--- src/hdl/rtcc_pkg.sv ---
package rtcc_pkg;
	// Register byte addresses
	localparam logic [7:0] ADDR_CTRL_A = 8'h00;
	localparam logic [7:0] ADDR_CTRL_B = 8'h04;
	localparam logic [7:0] ADDR_STATUS = 8'h08;
	localparam logic [7:0] ADDR_EXT_FLAGS = 8'h0c;
	localparam logic [7:0] ADDR_EXT_CTRL = 8'h10;
	localparam logic [7:0] ADDR_TIME = 8'h14;
	localparam logic [7:0] ADDR_ALARM = 8'h18;
	// Control A fields
	localparam int CA_PENDING = 7;
	localparam int CA_CHAIN_RST = 6;
	localparam int CA_OSC_ON = 5;
	localparam int CA_BANK = 4;
	// Control B fields
	localparam int CB_INHIBIT = 7;
	localparam int CB_PIE = 6;
	localparam int CB_AIE = 5;
	localparam int CB_UIE = 4;
	localparam int CB_SQUARE_WAVE_ENABLE = 3;
	// Status fields: periodic, alarm, update flags sit at [6:4]
	localparam int ST_ANY = 7;
	localparam int ST_FLAG_LSB = 4;
	// Extended control fields: [2:0] are enables for wake, kickstart, ram clear
	localparam int EC_FORCE32K = 4;
	localparam int EC_ABE = 5;
	// Reset values
	localparam logic [6:0] CTRL_A_RST = 7'h20;
	localparam logic [7:0] CTRL_B_RST = 8'h08;
	localparam logic [5:0] EXT_CTRL_RST = 6'h00;
	// AXI responses
	localparam logic [1:0] RESP_OKAY = 2'b00;
	localparam logic [1:0] RESP_SLVERR = 2'b10;
	// Crystal divider timing
	localparam int XTAL_HZ = 32768;
	localparam int PRE_UPDATE_DELAY_US = 244;
	localparam logic [14:0] PRE_UPD_TICKS =
		15'((PRE_UPDATE_DELAY_US * XTAL_HZ + 32'h000f_423f) / 32'h000f_4240);
	localparam logic [14:0] DIV_LAST = 15'h7fff;
	localparam logic [14:0] UIP_START = DIV_LAST - PRE_UPD_TICKS + 15'h0001;
	// Divider bit whose rising edge marks each nonzero rate select code; code 0 has no tap
	localparam logic [3:0] TAP_IDX [16] = '{4'h0, 4'h6, 4'h7, 4'h1, 4'h2, 4'h3, 4'h4, 4'h5,
		4'h6, 4'h7, 4'h8, 4'h9, 4'ha, 4'hb, 4'hc, 4'hd};
	// Time counting, binary 24 hour
	localparam logic [7:0] SEC_MAX = 8'h3b;
	localparam logic [7:0] HR_MAX = 8'h17;
	localparam logic [1:0] DONT_CARE = 2'b11;

	typedef struct packed {
		logic [7:0] hr;
		logic [7:0] mn;
		logic [7:0] sc;
	} rtcc_time_s;
endpackage : rtcc_pkg

--- src/hdl/rtcc_irq_rate_update_ctrl.sv ---
// Overview of operation
// - Six interrupt sources each have their own enable bit gating the request.
// - Enabling a source whose flag is already set asserts the request at once.
// - Flags set on their event regardless of enable, allowing polling.
// - Status read returns latched flags; returned ones clear right after.
// - Events during a status read are held and set flags afterwards.
// - Extended flags clear only by writing zero; reads and ones leave them.
// - Request line driven low while any source has flag and enable set.
// - Summary flag reads one while request is active, until enabled flags clear.
// - Force-32k puts the undivided crystal clock on the square-wave pin.
// - Otherwise square-wave enable plus rate select chooses a divider tap.
// - Rate select also sets periodic flag interval; periodic has own enable.
// - Periodic interval follows rate select even while force-32k is set.
// - Without main supply, 32k output only with force, aux enable, aux power.
// - Divider control: 01X runs chain, 11X holds it reset, else oscillator off.
// - An update cycle runs every second regardless of update-inhibit.
// - Update-inhibit freezes the user time copy; internal copy keeps counting.
// - Each update compares alarm bytes, don't-care matching, raising alarm event.
// - The update-ended event is raised after every update cycle.
// - Update-pending pulses each second, high 244 us before transfer.
// - Square-wave enable and force-32k both zero hold the pin low.
// - Pre-update delay from update-pending rise to transfer is 244 us.
//
// The register offsets and register access over AXI4-Lite were decided locally.
module rtcc_irq_rate_update_ctrl
	import rtcc_pkg::*;
(
	// Clock and reset
	input wire logic clk,
	input wire logic resetn,
	// AXI4-Lite write
	input wire logic [7:0] s_axi_awaddr,
	input wire logic s_axi_awvalid,
	output logic s_axi_awready,
	input wire logic [31:0] s_axi_wdata,
	input wire logic [3:0] s_axi_wstrb,
	input wire logic s_axi_wvalid,
	output logic s_axi_wready,
	output logic [1:0] s_axi_bresp,
	output logic s_axi_bvalid,
	input wire logic s_axi_bready,
	// AXI4-Lite read
	input wire logic [7:0] s_axi_araddr,
	input wire logic s_axi_arvalid,
	output logic s_axi_arready,
	output logic [31:0] s_axi_rdata,
	output logic [1:0] s_axi_rresp,
	output logic s_axi_rvalid,
	input wire logic s_axi_rready,
	// Asynchronous pins
	input wire logic xtal_32k,
	input wire logic main_supply_ok,
	input wire logic aux_battery_supply,
	input wire logic [2:0] ext_event,
	// Open-drain request and square wave
	output logic irq_n_out,
	output logic irq_n_oe,
	output logic square_wave_out
);
	logic aw_full_ff, w_full_ff, awready_ff, wready_ff, bvalid_ff;
	logic arready_ff, rvalid_ff;
	logic [1:0] bresp_ff, rresp_ff;
	logic [7:0] waddr_ff;
	logic [31:0] wdata_ff, rdata_ff;
	logic [3:0] wstrb_ff;
	logic [6:0] ctrl_a_ff;
	logic [7:0] ctrl_b_ff;
	logic [5:0] ext_ctrl_ff;
	logic [2:0] flags_ff, pend_ff, ext_flags_ff;
	rtcc_time_s time_int_ff, time_usr_ff, alarm_ff;
	logic x1_ff, x2_ff, x3_ff, v1_ff, v2_ff, a1_ff, a2_ff;
	logic [2:0] e1_ff, e2_ff, e3_ff;
	logic [14:0] div_ff;
	logic tap_prev_ff, uip_ff, xfer_d_ff, irq_oe_ff, irq_lvl_ff, sqw_ff;

	function automatic logic [31:0] merge(input logic [31:0] old, input logic [31:0] nw,
		input logic [3:0] strb);
		for (int i = 0; i < 4; i++) begin
			merge[8*i +: 8] = strb[i] ? nw[8*i +: 8] : old[8*i +: 8];
		end
	endfunction : merge

	function automatic rtcc_time_s step_time(input rtcc_time_s t);
		step_time = t;
		step_time.sc = (t.sc == SEC_MAX) ? 8'h00 : t.sc + 8'h01;
		if (t.sc == SEC_MAX) begin
			step_time.mn = (t.mn == SEC_MAX) ? 8'h00 : t.mn + 8'h01;
			if (t.mn == SEC_MAX) begin
				step_time.hr = (t.hr == HR_MAX) ? 8'h00 : t.hr + 8'h01;
			end
		end
	endfunction : step_time

	function automatic logic byte_match(input logic [7:0] a, input logic [7:0] t);
		byte_match = (a[7:6] == DONT_CARE) || (a == t);
	endfunction : byte_match

	// Bus handshakes
	wire aw_take = s_axi_awvalid & awready_ff;
	wire w_take = s_axi_wvalid & wready_ff;
	wire wr_go = aw_full_ff & w_full_ff & ~bvalid_ff;
	wire nxt_aw_full = (aw_full_ff & ~wr_go) | aw_take;
	wire nxt_w_full = (w_full_ff & ~wr_go) | w_take;
	wire nxt_bvalid = wr_go | (bvalid_ff & ~s_axi_bready);
	wire rd_take = s_axi_arvalid & arready_ff;
	wire nxt_rvalid = rd_take | (rvalid_ff & ~s_axi_rready);

	// Write decode
	wire wr_a = wr_go && (waddr_ff == ADDR_CTRL_A);
	wire wr_b = wr_go && (waddr_ff == ADDR_CTRL_B);
	wire wr_st = wr_go && (waddr_ff == ADDR_STATUS);
	wire wr_ef = wr_go && (waddr_ff == ADDR_EXT_FLAGS);
	wire wr_ec = wr_go && (waddr_ff == ADDR_EXT_CTRL);
	wire wr_tm = wr_go && (waddr_ff == ADDR_TIME);
	wire wr_al = wr_go && (waddr_ff == ADDR_ALARM);
	wire wr_ok = wr_a | wr_b | wr_st | wr_ef | wr_ec | wr_tm | wr_al;

	// Interrupt aggregation
	wire [2:0] main_en = {ctrl_b_ff[CB_PIE], ctrl_b_ff[CB_AIE], ctrl_b_ff[CB_UIE]};
	wire any_act = (|(flags_ff & main_en)) | (|(ext_flags_ff & ext_ctrl_ff[2:0]));

	// Read decode
	wire [31:0] val_a = {24'h00_0000, uip_ff, ctrl_a_ff};
	wire [31:0] val_b = {24'h00_0000, ctrl_b_ff};
	wire [31:0] val_st = {24'h00_0000, any_act, flags_ff, 4'h0};
	wire [31:0] val_ef = {29'h0000_0000, ext_flags_ff};
	wire [31:0] val_ec = {26'h000_0000, ext_ctrl_ff};
	wire [31:0] val_tm = {8'h00, time_usr_ff};
	wire [31:0] val_al = {8'h00, alarm_ff};
	wire ra_a = s_axi_araddr == ADDR_CTRL_A;
	wire ra_b = s_axi_araddr == ADDR_CTRL_B;
	wire ra_st = s_axi_araddr == ADDR_STATUS;
	wire ra_ef = s_axi_araddr == ADDR_EXT_FLAGS;
	wire ra_ec = s_axi_araddr == ADDR_EXT_CTRL;
	wire ra_tm = s_axi_araddr == ADDR_TIME;
	wire ra_al = s_axi_araddr == ADDR_ALARM;
	wire rd_ok = ra_a | ra_b | ra_st | ra_ef | ra_ec | ra_tm | ra_al;
	wire [31:0] rd_val = ra_a ? val_a : ra_b ? val_b : ra_st ? val_st : ra_ef ? val_ef :
		ra_ec ? val_ec : ra_tm ? val_tm : ra_al ? val_al : 32'h0000_0000;
	wire st_rd = rd_take & ra_st;

	// Old value of the addressed register, for byte-lane merging
	wire [31:0] wold = (waddr_ff == ADDR_CTRL_A) ? val_a : (waddr_ff == ADDR_CTRL_B) ? val_b :
		(waddr_ff == ADDR_EXT_CTRL) ? val_ec : (waddr_ff == ADDR_TIME) ? val_tm :
		(waddr_ff == ADDR_ALARM) ? val_al : 32'h0000_0000;
	wire [31:0] wm = merge(wold, wdata_ff, wstrb_ff);

	// Oscillator and countdown chain
	wire osc_on = ctrl_a_ff[CA_OSC_ON];
	wire chain_rst = osc_on & ctrl_a_ff[CA_CHAIN_RST];
	wire tick = osc_on & x2_ff & ~x3_ff;
	wire xfer = tick & ~chain_rst & (div_ff == DIV_LAST);
	wire [14:0] nxt_div = chain_rst ? 15'h0000 : tick ? div_ff + 15'h0001 : div_ff;
	wire nxt_uip = ~chain_rst & (div_ff >= UIP_START);

	// Rate tap: same tap feeds periodic flag and square wave
	wire [3:0] rs = ctrl_a_ff[3:0];
	wire tap_on = rs != 4'h0;
	wire tap_bit = tap_on & div_ff[TAP_IDX[rs]];
	wire per_ev = tap_bit & ~tap_prev_ff;

	// Update-ended and alarm events one cycle after the transfer
	wire alarm_hit = byte_match(alarm_ff.hr, time_int_ff.hr) &
		byte_match(alarm_ff.mn, time_int_ff.mn) & byte_match(alarm_ff.sc, time_int_ff.sc);
	wire [2:0] main_ev = {per_ev, xfer_d_ff & alarm_hit, xfer_d_ff};

	// Flags: read-clear with pending hold; set wins over clear
	wire [2:0] nxt_flags = st_rd ? pend_ff : (flags_ff | main_ev | pend_ff);
	wire [2:0] nxt_pend = st_rd ? main_ev : 3'b000;
	wire [2:0] ext_ev = e2_ff & ~e3_ff;
	wire [2:0] ext_clr = (wr_ef & wstrb_ff[0]) ? ~wdata_ff[2:0] : 3'b000;
	wire [2:0] nxt_ext = (ext_flags_ff & ~ext_clr) | ext_ev;

	// Square wave; the crystal level is resampled at 40 MHz, so edges jitter one cycle
	wire force32 = ext_ctrl_ff[EC_FORCE32K];
	wire xtal_out = x2_ff & osc_on;
	wire aux_ok = force32 & ext_ctrl_ff[EC_ABE] & a2_ff;
	wire nxt_sqw = ~v2_ff ? (aux_ok & xtal_out) :
		force32 ? xtal_out :
		(ctrl_b_ff[CB_SQUARE_WAVE_ENABLE] & tap_bit);

	wire inhibit = ctrl_b_ff[CB_INHIBIT];

	always_ff @(posedge clk) begin
		if (!resetn) begin
			aw_full_ff <= 1'b0;
			w_full_ff <= 1'b0;
			awready_ff <= 1'b0;
			wready_ff <= 1'b0;
			bvalid_ff <= 1'b0;
			bresp_ff <= RESP_OKAY;
			waddr_ff <= 8'h00;
			wdata_ff <= 32'h0000_0000;
			wstrb_ff <= 4'h0;
		end else begin
			aw_full_ff <= nxt_aw_full;
			w_full_ff <= nxt_w_full;
			awready_ff <= ~nxt_aw_full;
			wready_ff <= ~nxt_w_full;
			bvalid_ff <= nxt_bvalid;
			if (wr_go) begin
				bresp_ff <= wr_ok ? RESP_OKAY : RESP_SLVERR;
			end
			if (aw_take) begin
				waddr_ff <= s_axi_awaddr;
			end
			if (w_take) begin
				wdata_ff <= s_axi_wdata;
				wstrb_ff <= s_axi_wstrb;
			end
		end
	end

	always_ff @(posedge clk) begin
		if (!resetn) begin
			arready_ff <= 1'b0;
			rvalid_ff <= 1'b0;
			rresp_ff <= RESP_OKAY;
			rdata_ff <= 32'h0000_0000;
		end else begin
			arready_ff <= ~nxt_rvalid;
			rvalid_ff <= nxt_rvalid;
			if (rd_take) begin
				rdata_ff <= rd_val;
				rresp_ff <= rd_ok ? RESP_OKAY : RESP_SLVERR;
			end
		end
	end

	always_ff @(posedge clk) begin
		if (!resetn) begin
			ctrl_a_ff <= CTRL_A_RST;
			ctrl_b_ff <= CTRL_B_RST;
			ext_ctrl_ff <= EXT_CTRL_RST;
			alarm_ff <= '0;
		end else begin
			ctrl_a_ff <= wr_a ? wm[6:0] : ctrl_a_ff;
			ctrl_b_ff <= wr_b ? wm[7:0] : ctrl_b_ff;
			ext_ctrl_ff <= wr_ec ? wm[5:0] : ext_ctrl_ff;
			alarm_ff <= wr_al ? rtcc_time_s'(wm[23:0]) : alarm_ff;
		end
	end

	always_ff @(posedge clk) begin
		if (!resetn) begin
			flags_ff <= 3'b000;
			pend_ff <= 3'b000;
			ext_flags_ff <= 3'b000;
			irq_oe_ff <= 1'b0;
			irq_lvl_ff <= 1'b0;
		end else begin
			flags_ff <= nxt_flags;
			pend_ff <= nxt_pend;
			ext_flags_ff <= nxt_ext;
			irq_oe_ff <= any_act;
			irq_lvl_ff <= 1'b0;
		end
	end

	// Host writes win over a same-cycle update
	always_ff @(posedge clk) begin
		if (!resetn) begin
			time_int_ff <= '0;
			time_usr_ff <= '0;
		end else if (wr_tm) begin
			time_int_ff <= rtcc_time_s'(wm[23:0]);
			time_usr_ff <= rtcc_time_s'(wm[23:0]);
		end else begin
			time_int_ff <= xfer ? step_time(time_int_ff) : time_int_ff;
			time_usr_ff <= (xfer_d_ff && !inhibit) ? time_int_ff : time_usr_ff;
		end
	end

	always_ff @(posedge clk) begin
		if (!resetn) begin
			{x1_ff, x2_ff, x3_ff, v1_ff, v2_ff, a1_ff, a2_ff} <= 7'h00;
			e1_ff <= 3'b000;
			e2_ff <= 3'b000;
			e3_ff <= 3'b000;
		end else begin
			{x1_ff, x2_ff, x3_ff} <= {xtal_32k, x1_ff, x2_ff};
			{v1_ff, v2_ff} <= {main_supply_ok, v1_ff};
			{a1_ff, a2_ff} <= {aux_battery_supply, a1_ff};
			e1_ff <= ext_event;
			e2_ff <= e1_ff;
			e3_ff <= e2_ff;
		end
	end

	always_ff @(posedge clk) begin
		if (!resetn) begin
			div_ff <= 15'h0000;
			tap_prev_ff <= 1'b0;
			uip_ff <= 1'b0;
			xfer_d_ff <= 1'b0;
			sqw_ff <= 1'b0;
		end else begin
			div_ff <= nxt_div;
			tap_prev_ff <= tap_bit;
			uip_ff <= nxt_uip;
			xfer_d_ff <= xfer;
			sqw_ff <= nxt_sqw;
		end
	end

	assign s_axi_awready = awready_ff;
	assign s_axi_wready = wready_ff;
	assign s_axi_bvalid = bvalid_ff;
	assign s_axi_bresp = bresp_ff;
	assign s_axi_arready = arready_ff;
	assign s_axi_rvalid = rvalid_ff;
	assign s_axi_rresp = rresp_ff;
	assign s_axi_rdata = rdata_ff;
	assign irq_n_out = irq_lvl_ff;
	assign irq_n_oe = irq_oe_ff;
	assign square_wave_out = sqw_ff;
endmodule : rtcc_irq_rate_update_ctrl

--- config.mk ---
export PLATFORM = sky130hd
export DESIGN_NAME = rtcc_irq_rate_update_ctrl
export DESIGN_NICKNAME = d
export VERILOG_FILES = /design/src/hdl/rtcc_pkg.sv /design/src/hdl/rtcc_irq_rate_update_ctrl.sv
export SDC_FILE = /design/constraint.sdc
export NUM_CORES = 1
export LEC_CHECK = 0
export BUFFER_PORTS_ARGS = -buffer_cell sky130_fd_sc_hd__buf_2
export CORE_MARGIN = 8
export CORE_UTILIZATION = 40
export CTS_CLUSTER_SIZE = 28
export DETAILED_ROUTE_END_ITERATION = 16
export PLACE_DENSITY_LB_ADDON = 0.05
export SLEW_MARGIN = 0
export SYNTH_ARGS = -nofsm -noshare
export SYNTH_HDL_FRONTEND = slang
export SYNTH_SLANG_ARGS = --single-unit
--- constraint.sdc ---
create_clock -name clk -period 7.5 [get_ports clk]
set_input_delay 0.375 -clock clk [delete_from_list [all_inputs] [get_ports clk]]
set_output_delay 0.375 -clock clk [all_outputs]
set_load 0.01 [all_outputs]
After elaboration in Yosys (flattened, before gate mapping)
Memories as Yosys holds them, arrays and structs flattened.
Index checks and enable logic that the tools add are counted.
{ "classes": {"muxes": 34, "reduce_logical": 25, "bitwise": 65, "n_eq_ne": 22, "add_sub_neg": 4, "n_lt_le_gt_ge": 3} }
{ "op_table": {"columns": ["cell", "n"], "rows": [
  ["$mux W24", 16],
  ["$eq A8 B5 Y1 const B", 7],
  ["$mux W8", 7],
  ["$eq A8 B4 Y1 const B", 4],
  ["$and A1 B1 Y1", 26],
  ["$add A8 B1 Y8 const B", 3],
  ["$eq A8 B8 Y1", 3],
  ["$or A1 B1 Y1", 17],
  ["$eq A8 B3 Y1 const B", 2],
  ["$eq A8 B6 Y1 const B", 2],
  ["$logic_not A8 Y1", 2],
  ["$mux W16", 1],
  ["$add A15 B1 Y15 const B", 1],
  ["$eq A15 B15 Y1 const B", 1],
  ["$ge A15 B15 Y1 const B", 1],
  ["$and A3 B3 Y3", 4],
  ["$not A1 Y1", 11],
  ["$not A3 Y3", 3],
  ["$or A3 B3 Y3", 3],
  ["$logic_and A1 B1 Y1", 8],
  ["$mux W4", 2],
  ["$reduce_bool A2 Y1", 4],
  ["$eq A2 B2 Y1 const B", 3],
  ["$mux W3", 2],
  ["13 further kinds", 20]
]} }
{ "totals": {"mem_bits_ro": 64, "memories": 1, "ff_bits": 216} }
{ "mem_list": {"columns": ["name", "depth", "word_bits", "read_ports", "rd_ports_with_merged_regs", "wr", "line", "rtl"], "rows": [
  ["(name not given)", 16, 4, 1, 0, 0, "rtcc_irq_rate_update_ctrl.sv:159", "wire tap_bit = tap_on & div_ff[TAP_IDX[rs]];"]
]} }

Logic depth before layout (Yosys ltp)
{ "depth": {"depth_word": 11, "ltp_mapped": 10, "depth_no_buf": 8} }

Worst setup path before layout
Ideal clock, no wire load.
{ "synth_timing": {"path_type": "reg2reg", "start": "reg ctrl_a_ff[1]", "end": "reg flags_ff[2]", "t_required_ns": 7.378, "path_slack_ns": 4.946, "stages_incl_launch_ff": 11, "period_less_slack_ns": 2.554, "setup_time_ns": 0.122, "arrival_time_ns": 2.432, "n_path_buf": 2, "path_cell_list": "dfxtp_1 clkbuf_1 inv_1 ha_1 or3b_2 clkbuf_1 o21a_1 a311o_1 o211ai_1 a221oi_1 o311a_1"} }
{ "synth_between": {"elab_chain_len": 11} }
{ "synth_rtl": {"columns": ["element", "line", "rtl"], "rows": [
  ["start: declaration", "rtcc_irq_rate_update_ctrl.sv:66", "logic [6:0] ctrl_a_ff;"],
  ["start signal: assignment", "rtcc_irq_rate_update_ctrl.sv:237", "ctrl_a_ff <= wr_a ? wm[6:0] : ctrl_a_ff;"],
  ["$not A4 Y5 (implied by the code)", "rtcc_irq_rate_update_ctrl.sv:159", null],
  ["$mem_v2 Z16 W4", null, null],
  ["$mux W4 (implied by the code) (2 in series)", "rtcc_irq_rate_update_ctrl.sv:159", null],
  ["$bmux W1 S4", "rtcc_irq_rate_update_ctrl.sv:159", null],
  ["$mux W1 (implied by the code)", "rtcc_irq_rate_update_ctrl.sv:159", null],
  ["$and A1 B1 Y1 (*)", "rtcc_irq_rate_update_ctrl.sv:159", null],
  ["$and A1 B1 Y1 (*)", "rtcc_irq_rate_update_ctrl.sv:160", "wire per_ev = tap_bit & ~tap_prev_ff;"],
  ["$or A3 B3 Y3 (*) (2 in series)", "rtcc_irq_rate_update_ctrl.sv:168", "wire [2:0] nxt_flags = st_rd ? pend_ff : (flags_ff | main_ev | pend_ff);"],
  ["$mux W3 (*)", "rtcc_irq_rate_update_ctrl.sv:168", null],
  ["end signal: assignment", "rtcc_irq_rate_update_ctrl.sv:252", "flags_ff <= nxt_flags;"],
  ["end: declaration", "rtcc_irq_rate_update_ctrl.sv:69", "logic [2:0] flags_ff, pend_ff, ext_flags_ff;"]
]} }
Mark *: on every way between the ends. The rest lies on a longest branch, timed or not. The select of a mux whose other input is x is not followed.
A chain may end at the register's enable or synchronous reset.

Worst setup path after layout
{ "layout_timing": {"start": "reg waddr_ff[2]", "end": "reg time_int_ff[17] in the netlist's numbering"} }
{ "layout_between": {"elab_chain_len": 8} }
{ "layout_rtl": {"columns": ["element", "line", "rtl"], "rows": [
  ["start: declaration", "rtcc_irq_rate_update_ctrl.sv:63", "logic [7:0] waddr_ff;"],
  ["start signal: assignment", "rtcc_irq_rate_update_ctrl.sv:205", "waddr_ff <= s_axi_awaddr;"],
  ["$eq A8 B5 Y1", "rtcc_irq_rate_update_ctrl.sv:145", "(waddr_ff == ADDR_ALARM) ? val_al : 32'h0000_0000;"],
  ["$mux W24", "rtcc_irq_rate_update_ctrl.sv:145", null],
  ["$mux W24 (2 in series)", "rtcc_irq_rate_update_ctrl.sv:144", "(waddr_ff == ADDR_EXT_CTRL) ? val_ec : (waddr_ff == ADDR_TIME) ? val_tm :"],
  ["$mux W24 (2 in series)", "rtcc_irq_rate_update_ctrl.sv:143", "wire [31:0] wold = (waddr_ff == ADDR_CTRL_A) ? val_a : (waddr_ff == ADDR_CTRL_B) ? val_b :"],
  ["$mux W8", "rtcc_irq_rate_update_ctrl.sv:79", "merge[8*i +: 8] = strb[i] ? nw[8*i +: 8] : old[8*i +: 8];"],
  ["$mux W24", "rtcc_irq_rate_update_ctrl.sv:265", "end else if (wr_tm) begin"],
  ["end signal: assignment", "rtcc_irq_rate_update_ctrl.sv:266", "time_int_ff <= rtcc_time_s'(wm[23:0]);"],
  ["end signal: assignment", "rtcc_irq_rate_update_ctrl.sv:269", "time_int_ff <= xfer ? step_time(time_int_ff) : time_int_ff;"],
  ["end: declaration", "rtcc_irq_rate_update_ctrl.sv:70", "rtcc_time_s time_int_ff, time_usr_ff, alarm_ff;"]
]} }
Parallel ways exist; a longest one is shown, timed or not.

==> results_dict.tcl <==
set metrics [dict create \
    multiInputGateArea_sq_um 5690 \
    layout-drive-gt1-share_pct 12.9 \
    placementRows 58 \
    p_comb_share_pct 6.3 \
    clock.fmax_mhz 304 \
    synthTopCellsByCount "dfxtp_1, nand2_1, nor2_1, a21oi_1, clkbuf_1" \
    grt_pass1_vias 8947 \
    synth_top_flop_cell "dfxtp_1" \
    dieArea_sq_um 31200 \
    drt_first_pass_iters 5 \
    overflow 0 \
    fin_crit_sh_pct 43.8 \
    netlist_area_sq_um 10300 \
    drc_errors 0 \
    grt_busiest_layer "met1" \
    synth_edf_count 0 \
    hp-class "in -> reg" \
    fin_ws_ns 4.21 \
    ioPinCount 109 \
    h-tree-depth 1 \
    grt_pass1_wl_um 51900 \
    synthMuxAreaShare_pct 4.67 \
    grt_max_degree 83 \
    start_util_pct 40.8 \
    ys.warnings.count 0 \
    place.port_buffers 88 \
    leakagePower_nw 4.34 \
    wl_per_cell_um 19.4 \
    yosysSeqAreaShare_pct 40.0 \
    pre_cts_slack_ns 4.20 \
    synth_fa_ha_area_share_pct 0.850 \
    fillerInstances 2616 \
    powerDensity_nw_per_um2 217 \
    clk-insertion-delay-late_ns 0.52 \
    pwr-share-seq_pct 44.7 \
    vias 9284 \
    cts_max_path_buffers 3 \
    synth_compound_gate_area_share_pct 21.9 \
    slew_violations 0 \
    outcome "finished, final reports clean" \
    layout.nets 1382 \
    wl_um 32300 \
    async_flop_share_pct 0 \
    use_met2_pct 28.8 \
    required_ns 7.91 \
    cts_tree "built" \
    gr-usage-met3_pct 3.42 \
    synth_top_family_by_area "simple AND/OR/NAND/NOR gates" \
    worst_pin_slew_ns 1.23 \
    setup_viol 0 \
    ys_seq_elements 206 \
    start_kind "flip-flop" \
    clkTransAtPathRegs_ns 0.06 \
    cts_buffers 25 \
    cap_violations 0 \
    synth.area.top_cells "dfxtp_1, nand2_1, a21oi_1, nor2_1, mux2i_1" \
    fin_skew_ns 0.0140 \
    synth_most_common_cell "dfxtp_1" \
    timing.final.hold_violations 0 \
    peakVddDrop_mv 0.159 \
    viasPerCell 5.60 \
    reg2reg_slack_ns 4.21 \
    root_buffer "clkbuf_16" \
    yosys.area.top_type "dfxtp_1" \
    synth_xor_xnor_area_share_pct 3.57 \
    synth_cell_types 76 \
    cp-end-kind "flip-flop" \
    grt_util_all_layers_pct 20.6 \
    core_sq_um 25300 \
    power_mw 2.54 \
    crit_fanout 21 \
    tns_ns 0 \
    ff_latch_area_sq_um 4120 \
    antennaDiodeCount 0 \
    synthSimpleGateAreaFrac_pct 23.7 \
    syn_area_per_cell_sq_um 8.08 \
    dieWidth_um 177 \
    gp_congestion 0.848 \
    p_int_mw 1.93 \
    cts_resized 0 \
    relSlewSlack_pct 17.1 \
    p_sw_mw 0.607 \
    p_clk_share_pct 48.9 \
    netlist.area_leader.share_pct 40.0 \
    syn2layout_area_growth_pct 13.6 \
    cts_setup_buffers 0 \
    path_class "reg -> reg" \
    cts-hold-fix-buffers 0 \
    drtIter0Drc 661 \
    netlist_instances 1276 \
    rsz0062_at_grt "no" \
    hpwl_um 22200 \
    ant_nets 0 \
    swShare_pct 23.9 \
    period_needed_ns 3.29 \
    cts.sinks 206 \
    die_h_um 177 \
    antenna_found_initial 0 \
    grt_use_met1_pct 31.6 \
    arrival_ns 3.70 \
]
kinds of logic (layout without fill, tap and decap cells):
family,Yosys count,in the layout
AO/OA/AOI/OAI,341,341
XOR/XNOR,42,42
adder cells (fa/ha/maj),7,7
buffers and inverters,129,172
flip-flops,206,206
multiplexers,47,47
other,1,11
AND/OR/NAND/NOR,503,503
state kept, by name, indices dropped and copies added, names as in the netlist, 6 cells and up:
name	cells
ctrl_b_ff	8
time_usr_ff	24
alarm_ff	24
ctrl_a_ff	7
time_int_ff	24
waddr_ff	8
ext_ctrl_ff	6
div_ff	15
s_axi_rdata	24
wdata_ff	24
final timing paths:
check | from | cells after the start | to
hold reg to reg | v1_ff$_SDFF_PN0_ | 1 | v2_ff$_SDFF_PN0_
setup reg to reg | waddr_ff[2]$_SDFFE_PN0P_ | 4 | time_int_ff[17]$_SDFFE_PN0P_
hold / removal | ext_event[0] | 2 | e1_ff[0]$_SDFF_PN0_
setup / recovery | waddr_ff[2]$_SDFFE_PN0P_ | 4 | time_int_ff[17]$_SDFFE_PN0P_
layout make-up:
type                    count  area share [%]
clock buffers              36            6.12
clock inverters            10            1.10
inverters                  25           0.823
multi-input cells         951            48.6
flip-flops and latches    206            35.2
well taps                 330            3.53
repair buffers            101            4.60
stage by stage:
stage	cell area (sq um)	util (%)	hold WS (ns)	instances
final	11700	46.4	0.0668	1659
after CTS	11700	46.4	0.0463	1659
after global routing	11700	46.4	0.0502	1659
after floorplan	10300	-	0.412	1286
after global placement	10900	43.0	0.422	1613
after detailed placement	10900	43.0	0.429	1613
metal layers:
| layer | vias up | wire length, um |
|---|---|---|
| li1 | 4586 | - |
| met3 | 38 | 2270 |
| met4 | 0 | 537 |
| met5 | - | 0 |
| met1 | 4384 | 16400 |
| met2 | 276 | 13100 |
cell usage in the layout (no fill, tap or decap), drive strengths merged, types with 6 or more instances in the layout:
cell / count
a211oi: 44
a21oi: 104
a22oi: 31
a31oi: 11
and2: 41
and3: 12
buf: 101
clkbuf: 36
clkinv: 6
conb: 11
dfxtp: 206
ha: 7
inv: 26
mux2: 9
mux2i: 38
nand2: 163
nand2b: 15
nand3: 29
nand4: 17
nor2: 127
nor2b: 27
nor3: 32
nor3b: 7
o211ai: 10
o21a: 8
o21ai: 52
o21bai: 6
o22ai: 11
o31a: 13
or3: 7
xnor2: 37
power groups by stage:
stage          Clock, mW  Combinational (mW)  Sequential (mW)
3_3_place_gp           0               0.159             1.16
2_1_floorplan          0               0.115             1.15
4_1_cts             1.27               0.161             1.14
6_report            1.24               0.161             1.14
3_5_place_dp           0               0.160             1.16
5_1_grt             1.32               0.178             1.14
critical path: stages, from the launching register on:
cell and delay, ns:
dfxtp_1 0.75, or4b_1 0.65, nor3_4 0.83, o211ai_2 0.47
o311a_1 0.46
No activity file was read; power rests on OpenSTA's default activity.
